==> config.mk <==
export PLATFORM = sky130hd
export DESIGN_NAME = standby_mode_controller
export DESIGN_NICKNAME = d
export VERILOG_FILES = /design/src/logic/standby_mode_controller.v
export VERILOG_INCLUDE_DIRS = /design/src /design/src/logic
export SDC_FILE = /design/constraint.sdc
export NUM_CORES = 1
export LEC_CHECK = 0
export BUFFER_PORTS_ARGS = -buffer_cell sky130_fd_sc_hd__buf_2
export CORE_MARGIN = 2
export CORE_UTILIZATION = 49
export DETAILED_ROUTE_END_ITERATION = 8
export GPL_ROUTABILITY_DRIVEN = 0
export PLACE_DENSITY = 0.83
export SKIP_CTS_REPAIR_TIMING = 1
export SLEW_MARGIN = 20
export SYNTH_ARGS = -nofsm -noshare
export SYNTH_HDL_FRONTEND = slang
export SYNTH_SLANG_ARGS = --single-unit
==> constraint.sdc <==
create_clock -name clk -period 8.7 [get_ports clk]
set_input_delay 0.435 -clock clk [delete_from_list [all_inputs] [get_ports clk]]
set_output_delay 0.435 -clock clk [all_outputs]
set_load 0.05 [all_outputs]
==> src/logic/standby_defines.vh <==
`ifndef STANDBY_DEFINES_VH
`define STANDBY_DEFINES_VH

// ----------------------------------------------------------------
// Register byte offsets
// ----------------------------------------------------------------
`define OFF_CLK_CTRL    8'h00
`define OFF_MODE_REQ    8'h04
`define OFF_WAKE_CFG    8'h08
`define OFF_STATUS      8'h0c
`define OFF_WAKE_CAUSE  8'h10
`define OFF_IRQ_LEVEL   8'h14
`define OFF_IRQ_GRANT   8'h18

// ----------------------------------------------------------------
// Clock control fields
// ----------------------------------------------------------------
`define CC_SEL_LSB      0
`define CC_SEL_MSB      1
`define CC_RC_EN        2
`define CC_CF_EN        3
`define CC_XT_EN        4
`define CC_PLL_EN       5
`define CC_WIDTH        6
`define CLK_CTRL_RESET  6'h04
`define SRC_RC          2'h0
`define SRC_CF          2'h1
`define SRC_XT          2'h2

// ----------------------------------------------------------------
// Mode request codes
// ----------------------------------------------------------------
`define MODE_NONE       2'h0
`define MODE_HALT       2'h1
`define MODE_HOLD       2'h2
`define MODE_XHOLD      2'h3

// ----------------------------------------------------------------
// Wake configuration fields
// ----------------------------------------------------------------
`define WC_EN_LSB       0
`define WC_EN_MSB       4
`define WC_LVL_LSB      8
`define WC_LVL_MSB      12
`define WAKE_CFG_RESET  5'h00

// ----------------------------------------------------------------
// Wake cause bits
// ----------------------------------------------------------------
`define WK_RESET        0
`define WK_EXT          1
`define WK_PORT0        2
`define WK_USB          3
`define WK_BTMR         4
`define WK_IR           5
`define WK_IRQ          6
`define WK_WIDTH        7

// ----------------------------------------------------------------
// Interrupt priority levels
// ----------------------------------------------------------------
`define LVL_NONE        2'h0
`define LVL_LOW         2'h1
`define LVL_HIGH        2'h2
`define LVL_TOP         2'h3
`define IRQ_LEVEL_RESET 10'h000

`endif

==> src/logic/standby_mode_controller.v <==
// Decided for this implementation: register access over APB and the register offsets.
`timescale 1ns/1ps
`default_nettype none
`include "standby_defines.vh"

module standby_mode_controller #(
  parameter ADDR_W = 8,
  parameter NVEC   = 10
) (
  input  wire              clk,
  input  wire              reset,
  input  wire              psel,
  input  wire              penable,
  input  wire              pwrite,
  input  wire [ADDR_W-1:0] paddr,
  input  wire [31:0]       pwdata,
  output reg  [31:0]       prdata_r,
  output reg               pready_r,
  output reg               pslverr_r,
  input  wire              external_reset_pin_n,
  input  wire              ext_irq_pin_zero,
  input  wire              ext_irq_pin_one,
  input  wire              ext_irq_pin_two,
  input  wire              ext_irq_pin_four,
  input  wire              ext_irq_pin_five,
  input  wire              pll_lock,
  input  wire              rc_osc_ready,
  input  wire              cf_osc_ready,
  input  wire              xt_osc_ready,
  input  wire              port0_irq,
  input  wire              usb_bus_active_irq,
  input  wire              base_timer_irq,
  input  wire              ir_rx_irq,
  input  wire [NVEC-1:0]   irq_req,
  input  wire [1:0]        core_service_level,
  output reg               cpu_run_r,
  output reg               periph_clk_en_r,
  output reg               ir_rx_clk_en_r,
  output reg               rc_osc_en_r,
  output reg               cf_osc_en_r,
  output reg               xt_osc_en_r,
  output reg               pll_en_r,
  output reg               usb_clk_en_r,
  output reg               tod_clk_en_r,
  output reg  [1:0]        sys_clk_sel_r,
  output reg               sys_reset_req_r,
  output reg  [2:0]        mode_state_r,
  output reg               grant_valid_r,
  output reg  [3:0]        grant_vec_r,
  output reg  [1:0]        grant_level_r
);

  // ----------------------------------------------------------------
  // States
  // ----------------------------------------------------------------
  localparam [2:0] ST_RUN   = 3'h0;
  localparam [2:0] ST_HALT  = 3'h1;
  localparam [2:0] ST_HOLD  = 3'h2;
  localparam [2:0] ST_XHOLD = 3'h3;
  localparam [2:0] ST_WAKE  = 3'h4;

  localparam        NPINS    = 10;
  localparam [9:0]  PIN_IDLE = 10'h001;

  // ----------------------------------------------------------------
  // Pin synchronisers
  // ----------------------------------------------------------------
  wire [NPINS-1:0] pins_raw;
  wire [NPINS-1:0] pins_f;

  assign pins_raw = {xt_osc_ready, cf_osc_ready, rc_osc_ready, pll_lock,
                     ext_irq_pin_five, ext_irq_pin_four, ext_irq_pin_two,
                     ext_irq_pin_one, ext_irq_pin_zero, external_reset_pin_n};

  genvar g;
  generate
    for (g = 0; g < NPINS; g = g + 1) begin : sync
      reg s1;
      reg s2;
      reg s3;
      reg f;
      // A level counts only once stages two and three agree
      always @(posedge clk) begin
        if (reset) begin
          s1 <= PIN_IDLE[g];
          s2 <= PIN_IDLE[g];
          s3 <= PIN_IDLE[g];
          f  <= PIN_IDLE[g];
        end else begin
          s1 <= pins_raw[g];
          s2 <= s1;
          s3 <= s2;
          if (s2 == s3) begin
            f <= s3;
          end
        end
      end
      assign pins_f[g] = f;
    end
  endgenerate

  wire       rst_low  = ~pins_f[0];
  wire [4:0] ext_pins = pins_f[5:1];
  wire       lock_s   = pins_f[6];
  wire       rc_rdy   = pins_f[7];
  wire       cf_rdy   = pins_f[8];
  wire       xt_rdy   = pins_f[9];

  // ----------------------------------------------------------------
  // Registers
  // ----------------------------------------------------------------
  reg  [`CC_WIDTH-1:0] clk_ctrl_r;
  reg  [4:0]           ext_en_r;
  reg  [4:0]           ext_lvl_r;
  reg  [`WK_WIDTH-1:0] cause_r;
  reg  [NVEC-1:0]      irq_level_r;
  reg  [2:0]           state_r;
  reg  [2:0]           state_nxt;
  reg  [`WK_WIDTH-1:0] cause_set;
  reg  [3:0]           need_r;

  wire acc     = psel & penable;
  wire done    = acc & pready_r;
  wire wr_done = done & pwrite;

  // ----------------------------------------------------------------
  // Wake conditions
  // ----------------------------------------------------------------
  wire ext_hit    = |(ext_en_r & ~(ext_pins ^ ext_lvl_r));
  wire hold_wake  = rst_low | ext_hit | port0_irq | usb_bus_active_irq;
  wire xhold_wake = hold_wake | base_timer_irq | ir_rx_irq;
  wire halt_wake  = rst_low | (|irq_req);

  wire want_rc  = clk_ctrl_r[`CC_RC_EN];
  wire want_cf  = clk_ctrl_r[`CC_CF_EN];
  wire want_xt  = clk_ctrl_r[`CC_XT_EN];
  wire want_pll = clk_ctrl_r[`CC_PLL_EN];
  wire clocks_ok = (~want_rc | rc_rdy) & (~want_cf | cf_rdy) &
                   (~want_xt | xt_rdy) & (~want_pll | lock_s) & ~(|need_r);

  wire       mode_wr   = wr_done & (paddr == `OFF_MODE_REQ);
  wire [1:0] mode_code = pwdata[1:0];

  // ----------------------------------------------------------------
  // Mode state machine
  // ----------------------------------------------------------------
  always @* begin
    state_nxt = state_r;
    cause_set = {`WK_WIDTH{1'b0}};
    case (state_r)
      ST_RUN: begin
        // Requests are only taken while the core is executing
        if (mode_wr) begin
          case (mode_code)
            `MODE_HALT:  state_nxt = ST_HALT;
            `MODE_HOLD:  state_nxt = ST_HOLD;
            `MODE_XHOLD: state_nxt = ST_XHOLD;
            default:     state_nxt = ST_RUN;
          endcase
        end
      end
      ST_HALT: begin
        if (halt_wake) begin
          state_nxt = ST_RUN;
          cause_set[`WK_RESET] = rst_low;
          cause_set[`WK_IRQ]   = |irq_req;
        end
      end
      ST_HOLD: begin
        if (hold_wake) begin
          state_nxt = ST_WAKE;
          cause_set[`WK_RESET] = rst_low;
          cause_set[`WK_EXT]   = ext_hit;
          cause_set[`WK_PORT0] = port0_irq;
          cause_set[`WK_USB]   = usb_bus_active_irq;
        end
      end
      ST_XHOLD: begin
        if (xhold_wake) begin
          state_nxt = ST_WAKE;
          cause_set[`WK_RESET] = rst_low;
          cause_set[`WK_EXT]   = ext_hit;
          cause_set[`WK_PORT0] = port0_irq;
          cause_set[`WK_USB]   = usb_bus_active_irq;
          cause_set[`WK_BTMR]  = base_timer_irq;
          cause_set[`WK_IR]    = ir_rx_irq;
        end
      end
      ST_WAKE: begin
        if (clocks_ok) begin
          state_nxt = ST_RUN;
        end
      end
      default: begin
        state_nxt = ST_RUN;
      end
    endcase
  end

  always @(posedge clk) begin
    if (reset) begin
      state_r <= ST_RUN;
    end else begin
      state_r <= state_nxt;
    end
  end

  // ----------------------------------------------------------------
  // Clock gating outputs
  // ----------------------------------------------------------------
  // Derived from the next state so that every gate is a flip-flop
  // and still switches on the same edge as the state itself
  wire n_run   = (state_nxt == ST_RUN);
  wire n_halt  = (state_nxt == ST_HALT);
  wire n_hold  = (state_nxt == ST_HOLD);
  wire n_xhold = (state_nxt == ST_XHOLD);
  wire n_sleep = n_hold | n_xhold;

  // A stopped oscillator still shows a stale ready through its synchroniser
  // for a few cycles; a short sleep must not trust it, so wait for it to drop
  wire enter_sleep = n_sleep & (state_r != ST_HOLD) & (state_r != ST_XHOLD);
  wire enter_hold  = n_hold & (state_r != ST_HOLD);

  always @(posedge clk) begin
    if (reset) begin
      need_r <= 4'h0;
    end else begin
      need_r <= {want_xt & enter_hold, want_pll & enter_sleep, want_cf & enter_sleep, want_rc & enter_sleep} |
                (need_r & {xt_rdy, lock_s, cf_rdy, rc_rdy});
    end
  end

  always @(posedge clk) begin
    if (reset) begin
      cpu_run_r       <= 1'b0;
      periph_clk_en_r <= 1'b0;
      ir_rx_clk_en_r  <= 1'b0;
      rc_osc_en_r     <= 1'b0;
      cf_osc_en_r     <= 1'b0;
      xt_osc_en_r     <= 1'b0;
      pll_en_r        <= 1'b0;
      usb_clk_en_r    <= 1'b0;
      tod_clk_en_r    <= 1'b0;
      sys_clk_sel_r   <= `SRC_RC;
      sys_reset_req_r <= 1'b0;
      mode_state_r    <= ST_RUN;
    end else begin
      cpu_run_r       <= n_run;
      periph_clk_en_r <= n_run | n_halt;
      ir_rx_clk_en_r  <= n_run | n_halt | n_xhold;
      // Halt leaves the oscillators on software's settings
      rc_osc_en_r     <= want_rc & ~n_sleep;
      cf_osc_en_r     <= want_cf & ~n_sleep;
      pll_en_r        <= want_pll & ~n_sleep;
      xt_osc_en_r     <= want_xt & ~n_hold;
      usb_clk_en_r    <= want_pll & ~n_sleep & lock_s;
      tod_clk_en_r    <= want_xt & ~n_hold & xt_rdy;
      sys_clk_sel_r   <= clk_ctrl_r[`CC_SEL_MSB:`CC_SEL_LSB];
      sys_reset_req_r <= rst_low;
      mode_state_r    <= state_nxt;
    end
  end

  // ----------------------------------------------------------------
  // Interrupt priority arbiter
  // ----------------------------------------------------------------
  reg [1:0] best_lvl;
  reg [3:0] best_vec;
  reg [1:0] lvl_i;
  integer   i;

  always @* begin
    best_lvl = `LVL_NONE;
    best_vec = 4'h0;
    lvl_i    = `LVL_NONE;
    // Scan downward with >= so the lowest vector wins a tie
    for (i = NVEC - 1; i >= 0; i = i - 1) begin
      if (irq_level_r[i]) begin
        lvl_i = (i < 2) ? `LVL_TOP : `LVL_HIGH;
      end else begin
        lvl_i = `LVL_LOW;
      end
      if (irq_req[i] && (lvl_i >= best_lvl)) begin
        best_lvl = lvl_i;
        best_vec = i[3:0];
      end
    end
  end

  always @(posedge clk) begin
    if (reset) begin
      grant_valid_r <= 1'b0;
      grant_vec_r   <= 4'h0;
      grant_level_r <= `LVL_NONE;
    end else begin
      grant_valid_r <= (best_lvl > core_service_level);
      grant_vec_r   <= best_vec;
      grant_level_r <= best_lvl;
    end
  end

  // ----------------------------------------------------------------
  // APB register file
  // ----------------------------------------------------------------
  reg [31:0] rd_mux;
  reg        addr_hit;

  always @* begin
    rd_mux   = 32'h0000_0000;
    addr_hit = 1'b1;
    if (paddr == `OFF_CLK_CTRL) begin
      rd_mux[`CC_WIDTH-1:0] = clk_ctrl_r;
    end else if (paddr == `OFF_MODE_REQ) begin
      rd_mux[2:0] = state_r;
    end else if (paddr == `OFF_WAKE_CFG) begin
      rd_mux[`WC_EN_MSB:`WC_EN_LSB]   = ext_en_r;
      rd_mux[`WC_LVL_MSB:`WC_LVL_LSB] = ext_lvl_r;
    end else if (paddr == `OFF_STATUS) begin
      rd_mux = {19'h00000, ext_pins, xt_rdy, cf_rdy, rc_rdy, lock_s,
                rst_low, state_r};
    end else if (paddr == `OFF_WAKE_CAUSE) begin
      rd_mux[`WK_WIDTH-1:0] = cause_r;
    end else if (paddr == `OFF_IRQ_LEVEL) begin
      rd_mux[NVEC-1:0] = irq_level_r;
    end else if (paddr == `OFF_IRQ_GRANT) begin
      rd_mux[6:0] = {grant_valid_r, grant_level_r, grant_vec_r};
    end else begin
      addr_hit = 1'b0;
    end
  end

  // One wait state: data and error are settled with pready
  always @(posedge clk) begin
    if (reset) begin
      pready_r  <= 1'b0;
      prdata_r  <= 32'h0000_0000;
      pslverr_r <= 1'b0;
    end else begin
      pready_r  <= acc & ~pready_r;
      pslverr_r <= acc & ~pready_r & ~addr_hit;
      if (acc & ~pready_r & ~pwrite) begin
        prdata_r <= rd_mux;
      end
    end
  end

  always @(posedge clk) begin
    if (reset) begin
      clk_ctrl_r  <= `CLK_CTRL_RESET;
      ext_en_r    <= `WAKE_CFG_RESET;
      ext_lvl_r   <= `WAKE_CFG_RESET;
      irq_level_r <= `IRQ_LEVEL_RESET;
    end else if (wr_done) begin
      if (paddr == `OFF_CLK_CTRL) begin
        clk_ctrl_r <= pwdata[`CC_WIDTH-1:0];
      end else if (paddr == `OFF_WAKE_CFG) begin
        ext_en_r  <= pwdata[`WC_EN_MSB:`WC_EN_LSB];
        ext_lvl_r <= pwdata[`WC_LVL_MSB:`WC_LVL_LSB];
      end else if (paddr == `OFF_IRQ_LEVEL) begin
        irq_level_r <= pwdata[NVEC-1:0];
      end
    end
  end

  // Write one to clear; a wake in the same cycle keeps its bit
  wire [`WK_WIDTH-1:0] cause_clr = (wr_done && (paddr == `OFF_WAKE_CAUSE)) ?
                                   pwdata[`WK_WIDTH-1:0] : {`WK_WIDTH{1'b0}};

  always @(posedge clk) begin
    if (reset) begin
      cause_r <= {`WK_WIDTH{1'b0}};
    end else begin
      cause_r <= (cause_r & ~cause_clr) | cause_set;
    end
  end

endmodule

`default_nettype wire

After elaboration in Yosys (flattened, before gate mapping)
Index checks and enable logic that the tools add are counted.
Storage, ports and cells
  logic and storage cells: 254
  output and inout port bits: 56
  register bits: 133
  bits of input ports: 71
Cells by class
  reduce and logical (&&, ||, !) cells: 24
  magnitude comparators: 11
  bitwise operators: 58
  equality and inequality tests: 28
  multiplexer cells: 66
Operator list (number)
  2-to-1 mux 2 bit: 23
  2-to-1 mux 3 bit: 14
  2-to-1 mux 7 bit: 4
  2-to-1 mux 26 bit: 1
  bitwise AND 1 bit: 24
  == test 8 x 5 -> 1 bit, second input constant: 3
  2-to-1 mux 10 bit: 2
  >= comparator 2 bit: 9
  == test 8 x 4 -> 1 bit, second input constant: 2
  case mux 3 bit (5 select lines): 1
  NOT 1 bit: 13
  OR 1 bit: 13
  == test 3 x 2 -> 1 bit, second input constant: 4
  2-to-1 mux 4 bit: 3
  2-to-1 mux 6 bit: 2
  logical AND 1 bit: 11
  2-to-1 mux 1 bit: 11
  == test 1 bit: 10
  2-to-1 mux 5 bit: 2
  OR reduction 10 bit: 1
  OR reduction 5 bit: 2
  OR reduction 9 bit: 1
  == test 8 x 3 -> 1 bit, second input constant: 1
  logical NOT 8 bit: 1
  other kinds (25): 29

Longest topological paths before layout
  word-level depth: 32
  depth in mapped cells: 55
  depth with buffers taken out: 54

Worst setup path after synthesis
No wires, ideal clock.
  path type: in2reg
  start: in irq_req[9]
  end: reg grant_valid_r
  required time: 8.566 ns
  arrival: 8.657 ns
  library setup time: 0.134 ns
  stages: 51
  path slack: -0.091 ns
  path buffers: 1
  cell sequence: nand2b_1 > inv_1 > ha_1 > nor2b_4 > o21ai_2 > buf_4 > mux2i_1 > ha_1 > nand2b_1 > a21bo_2 > a21oi_1 > nor2_1 > ha_1 > nand2b_1 > and4_1 > a211oi_1 > o32a_1 > nor2_1 > [... 15 more ...] > o21ai_1 > ha_1 > nand2b_1 > a21oi_1 > nand2b_1 > a21oi_1 > ha_1 > o21ai_0 > o21ai_0 > o211a_1 > inv_1 > ha_1 > o21ai_0 > or2_1 > a21oi_1 > ha_1 > a21oi_1 > a211oi_1
Between the ends
  cells in the longest elaborated chain, start to end: 30
RTL lines
  start, declared: RTL line standby_mode_controller.v:34  | input wire [NVEC-1:0] irq_req,
  logical AND 1 bit *: RTL line standby_mode_controller.v:283  | if (irq_req[i] && (lvl_i >= best_lvl)) begin
  2-to-1 mux 2 bit *: RTL line standby_mode_controller.v:283
  >= comparator 2 bit: RTL line standby_mode_controller.v:283
  logical AND 1 bit: RTL line standby_mode_controller.v:283
  2-to-1 mux 2 bit *: RTL line standby_mode_controller.v:283
  >= comparator 2 bit: RTL line standby_mode_controller.v:283
  logical AND 1 bit: RTL line standby_mode_controller.v:283
  2-to-1 mux 2 bit *: RTL line standby_mode_controller.v:283
  [... 15 more ...]
  >= comparator 2 bit: RTL line standby_mode_controller.v:283
  logical AND 1 bit: RTL line standby_mode_controller.v:283
  2-to-1 mux 2 bit *: RTL line standby_mode_controller.v:283
  >= comparator 2 bit: RTL line standby_mode_controller.v:283
  logical AND 1 bit: RTL line standby_mode_controller.v:283
  2-to-1 mux 2 bit *: RTL line standby_mode_controller.v:283
  named net best_lvl[1]: RTL line standby_mode_controller.v:267  | reg [1:0] best_lvl;
  greater-than comparator 2 bit *: RTL line standby_mode_controller.v:296  | grant_valid_r <= (best_lvl > core_service_level);
  end signal, assigned: RTL line standby_mode_controller.v:296
  end, declared: RTL line standby_mode_controller.v:48  | output reg grant_valid_r,
Mark *: on every way through the listed nets, which the timed path passes. The rest lies on a longest branch.
A chain may end at the register's enable or synchronous reset.

Worst setup path after layout
  start: reg irq_level_r[9]
  end: reg grant_valid_r
Between the ends
  cells in the longest elaborated chain, start to end: 32
RTL lines
  start, declared: RTL line standby_mode_controller.v:116  | reg [NVEC-1:0] irq_level_r;
  start signal, assigned: RTL line standby_mode_controller.v:352  | irq_level_r <= `IRQ_LEVEL_RESET;
  start signal, assigned: RTL line standby_mode_controller.v:360  | irq_level_r <= pwdata[NVEC-1:0];
  2-to-1 mux 2 bit *: RTL line standby_mode_controller.v:278  | if (irq_level_r[i]) begin
  >= comparator 2 x 1 -> 1 bit: RTL line standby_mode_controller.v:283
  logical AND 1 bit: RTL line standby_mode_controller.v:283
  2-to-1 mux 2 bit *: RTL line standby_mode_controller.v:283
  >= comparator 2 bit: RTL line standby_mode_controller.v:283
  logical AND 1 bit: RTL line standby_mode_controller.v:283
  2-to-1 mux 2 bit *: RTL line standby_mode_controller.v:283
  >= comparator 2 bit: RTL line standby_mode_controller.v:283
  [... 17 more ...]
  >= comparator 2 bit: RTL line standby_mode_controller.v:283
  logical AND 1 bit: RTL line standby_mode_controller.v:283
  2-to-1 mux 2 bit *: RTL line standby_mode_controller.v:283
  >= comparator 2 bit: RTL line standby_mode_controller.v:283
  logical AND 1 bit: RTL line standby_mode_controller.v:283
  2-to-1 mux 2 bit *: RTL line standby_mode_controller.v:283
  named net best_lvl[1]: RTL line standby_mode_controller.v:267
  greater-than comparator 2 bit *: RTL line standby_mode_controller.v:296
Marked as above.

==> results.ini <==
[timing]
rsz0062_at_grt = true
hold_ws_ns = 0.1076
finalCritPeriodShare_pct = 99.76
final_max_slew_viol_count = 0
tightest_slew_ns = 1.045
relSlewSlack_pct = 30.31
finalClockSkew_ns = 0.007181
clock.fmax_ghz = 0.1152
hold_viol_final = 0
setup_viol = 0
fin_crit_ns = 8.679

[layout]
final_cell_mix = 113 x dfxtp_1, 88 x buf_2, 65 x nor2_1, 61 x nand2_1, 36 x nor2b_1
syn_to_final_growth_pct = 28.50
drive_above_1_share_pct = 28.94
layout_commonest_cell = dfxtp_1
design_area_um2 = 6877
nets = 815
num_antenna_cells = 0

[pwr]
irDropWorstVdd_mv = 0.1368
powerDensity_nw_per_um2 = 189.6
p_leak_nw = 2.908
clkPwrFrac_pct = 49.6
netSwitchingPower_mw = 0.3042
switching_share_pct = 23.33
seqPwrFrac_pct = 41.2
p_int_mw = 0.9997
comb_power_share_pct = 9.2

[setup_path]
r2r_slack_ns = 0.02
endpoint_kind = flop
crit_required_ns = 9.05
worstPathArrival_ns = 9.03
crit_path_start_kind = flop
crit_type = flop to flop
crit_path_top_delay_cell = dfxtp_4
worst_path_largest_cell_delay_ns = 0.36
cpMostUsedCell = nand2b_4
path_max_fanout = 4

[synth]
syn_area_per_cell_um2 = 8.687
yosysSeqAreaShare_pct = 42.65
synthSimpleGateAreaFrac_pct = 22.91
synth_compound_area_share_pct = 16.62
synth_edf_count = 0
synth_warnings = 0
ys_async_sr_fraction_pct = 0
synth_top_family_by_area = simple AND/OR/NAND/NOR gates
syn_inst = 616
synth_xor_xnor_area_share_pct = 0.8183
yosys.area_share.adder_pct = 3.414
synthesis.area_um2 = 5351
ys_ff_latch = 114
synthMuxAreaShare_pct = 7.669
netlist-cell-type-count = 66
synth_ff_type = dfxtp_1

[die]
rows = 38
coreArea_um2 = 10750
die_x_um = 108.5
die_h_um = 108.5
ios = 127
fp.dieArea_um2 = 11770
start_util_pct = 49.80

[global_route]
grt_pass1_wl_mm = 21.72
grt_overflow = 0
grtUsageTotal_pct = 23.82
grt_antenna_before_repair = 0
grt_max_degree = 102
grt_pass1_vias = 4622

[worst_hold_path]
hold_class = input pin to flop

[routing]
drtIter0Drc = 427
final_antenna_net_count = 0
drc_errors = 0
dr.pass1.iters = 8
viasPerCell = 5.702
routedWlPerCell_um = 16.51
vias = 5035
routed_wl_mm = 14.58

[placement]
numPortBuffers = 88
hpwl_mm = 9.956
place_area_um2 = 5988

[clock_network]
clock_sinks = 114
cts_tree = built
htreeDepth = 4
clk-insertion-delay-late_ns = 0.51
clockRootBuffer = clkbuf_8
numCtsBuffers = 17
clk_path_buf_depth = 2
clkTransAtPathRegs_ns = 0.05

[run_status]
status = finished, final reports clean

[job]
cap_violations = 0

routing by layer:
| layer | track usage, % | up-vias | share of wire (%) |
|---|---|---|---|
| met5 | 0 | - | 0 |
| met4 | 10.35 | 0 | 3.9 |
| met3 | 7.052 | 58 | 8.5 |
| met2 | 39.38 | 256 | 47 |
| met1 | 28.67 | 2358 | 40 |
| li1 | - | 2363 | - |
cells in the mapped netlist (7+ instances only):
cell | n | area [µm²]
dfxtp_1 | 114 | 2282
nor2_1 | 67 | 251.5
nand2_1 | 61 | 229.0
a21oi_1 | 38 | 190.2
nor2b_1 | 37 | 231.5
mux2i_1 | 32 | 320.3
o21ai_0 | 26 | 130.1
buf_4 | 20 | 150.1
inv_1 | 17 | 63.81
nand3_1 | 16 | 80.08
clkbuf_1 | 14 | 52.55
a22oi_1 | 13 | 97.59
ha_1 | 13 | 162.7
and2_1 | 11 | 68.82
nand2b_1 | 11 | 68.82
nor3_1 | 10 | 50.05
o211ai_1 | 9 | 67.56
mux2_2 | 8 | 90.09
a211oi_1 | 7 | 52.55
a31oi_1 | 7 | 43.79
buf_1 | 7 | 26.28
power groups by stage:
stage / Combinational, mW / Sequential [mW] / Clock (mW)
5_1_grt: 0.128 / 0.537 / 0.678
3_5_place_dp: 0.106 / 0.548 / 0
2_1_floorplan: 0.0646 / 0.559 / 0
3_3_place_gp: 0.103 / 0.547 / 0
6_report: 0.120 / 0.537 / 0.647
4_1_cts: 0.107 / 0.537 / 0.653
layout make-up:
cell class / instances / area (µm²)
clock buffer: 27 / 521.8
clock inverter: 4 / 45.04
fill: 860 / 3869
inverter: 17 / 63.81
multi-input combinational: 458 / 3082
sequential: 114 / 2286
tap: 140 / 175.2
timing repair buffer: 123 / 703.2
metrics by stage:
stage | worst slack [ns] | std cells | setup TNS, ns | utilization (%) | power [mW]
global placement | -0.03815 | 844 | -0.03815 | 55.73 | 0.6500
detailed placement | -0.5946 | 844 | -2.181 | 55.73 | 0.6535
CTS | -0.5191 | 875 | -1.666 | 61.00 | 1.297
finish | 0.02090 | 883 | 0 | 64.00 | 1.304
global route | -0.3181 | 883 | -0.3623 | 64.00 | 1.343
floorplan | 0.002020 | 634 | 0 | - | 0.6241
worst max-delay path: cells and delay by family (launching register included):
kind / cells / cell delay [ns]
adder cells (fa/ha/maj): 10 / 2.67
AND/OR/NAND/NOR: 20 / 2.48
multiplexers: 1 / 0.22
flip-flops: 1 / 0.36
buffers and inverters: 2 / 0.10
AO/OA/AOI/OAI: 18 / 2.66
path summary, 6_finish.rpt:
kind | startpoint | to | cells past startpoint
hold / removal | external_reset_pin_n | sync[0].s1 | 2
setup / recovery | irq_level_r[9] | grant_valid_r | 51
setup reg to reg | irq_level_r[9] | grant_valid_r | 51
hold reg to reg | sync[2].s1 | sync[2].s2 | 1
registers in the layout, indices dropped and copies added (netlist names), 2 cells and up:
register and count:
sync.s1 10, mode_state_r 3, ext_en_r 5, sync.s2 10, irq_level_r 10, clk_ctrl_r 6
grant_level_r 2, need_r 4, grant_vec_r 4, cause_r 7, sync.s3 10, sys_clk_sel_r 2
ext_lvl_r 5, sync.f 7, prdata_r 13
logic make-up after synthesis:
family / count (synthesis)
AOI/OAI and AO/OA: 134
xor gates and xnor gates: 5
adders and majority gates: 15
buffers and inverters: 62
DFF: 114
muxes: 40
other: 1
and+or+nand+nor: 245
Power figures use the tool's default switching activity.
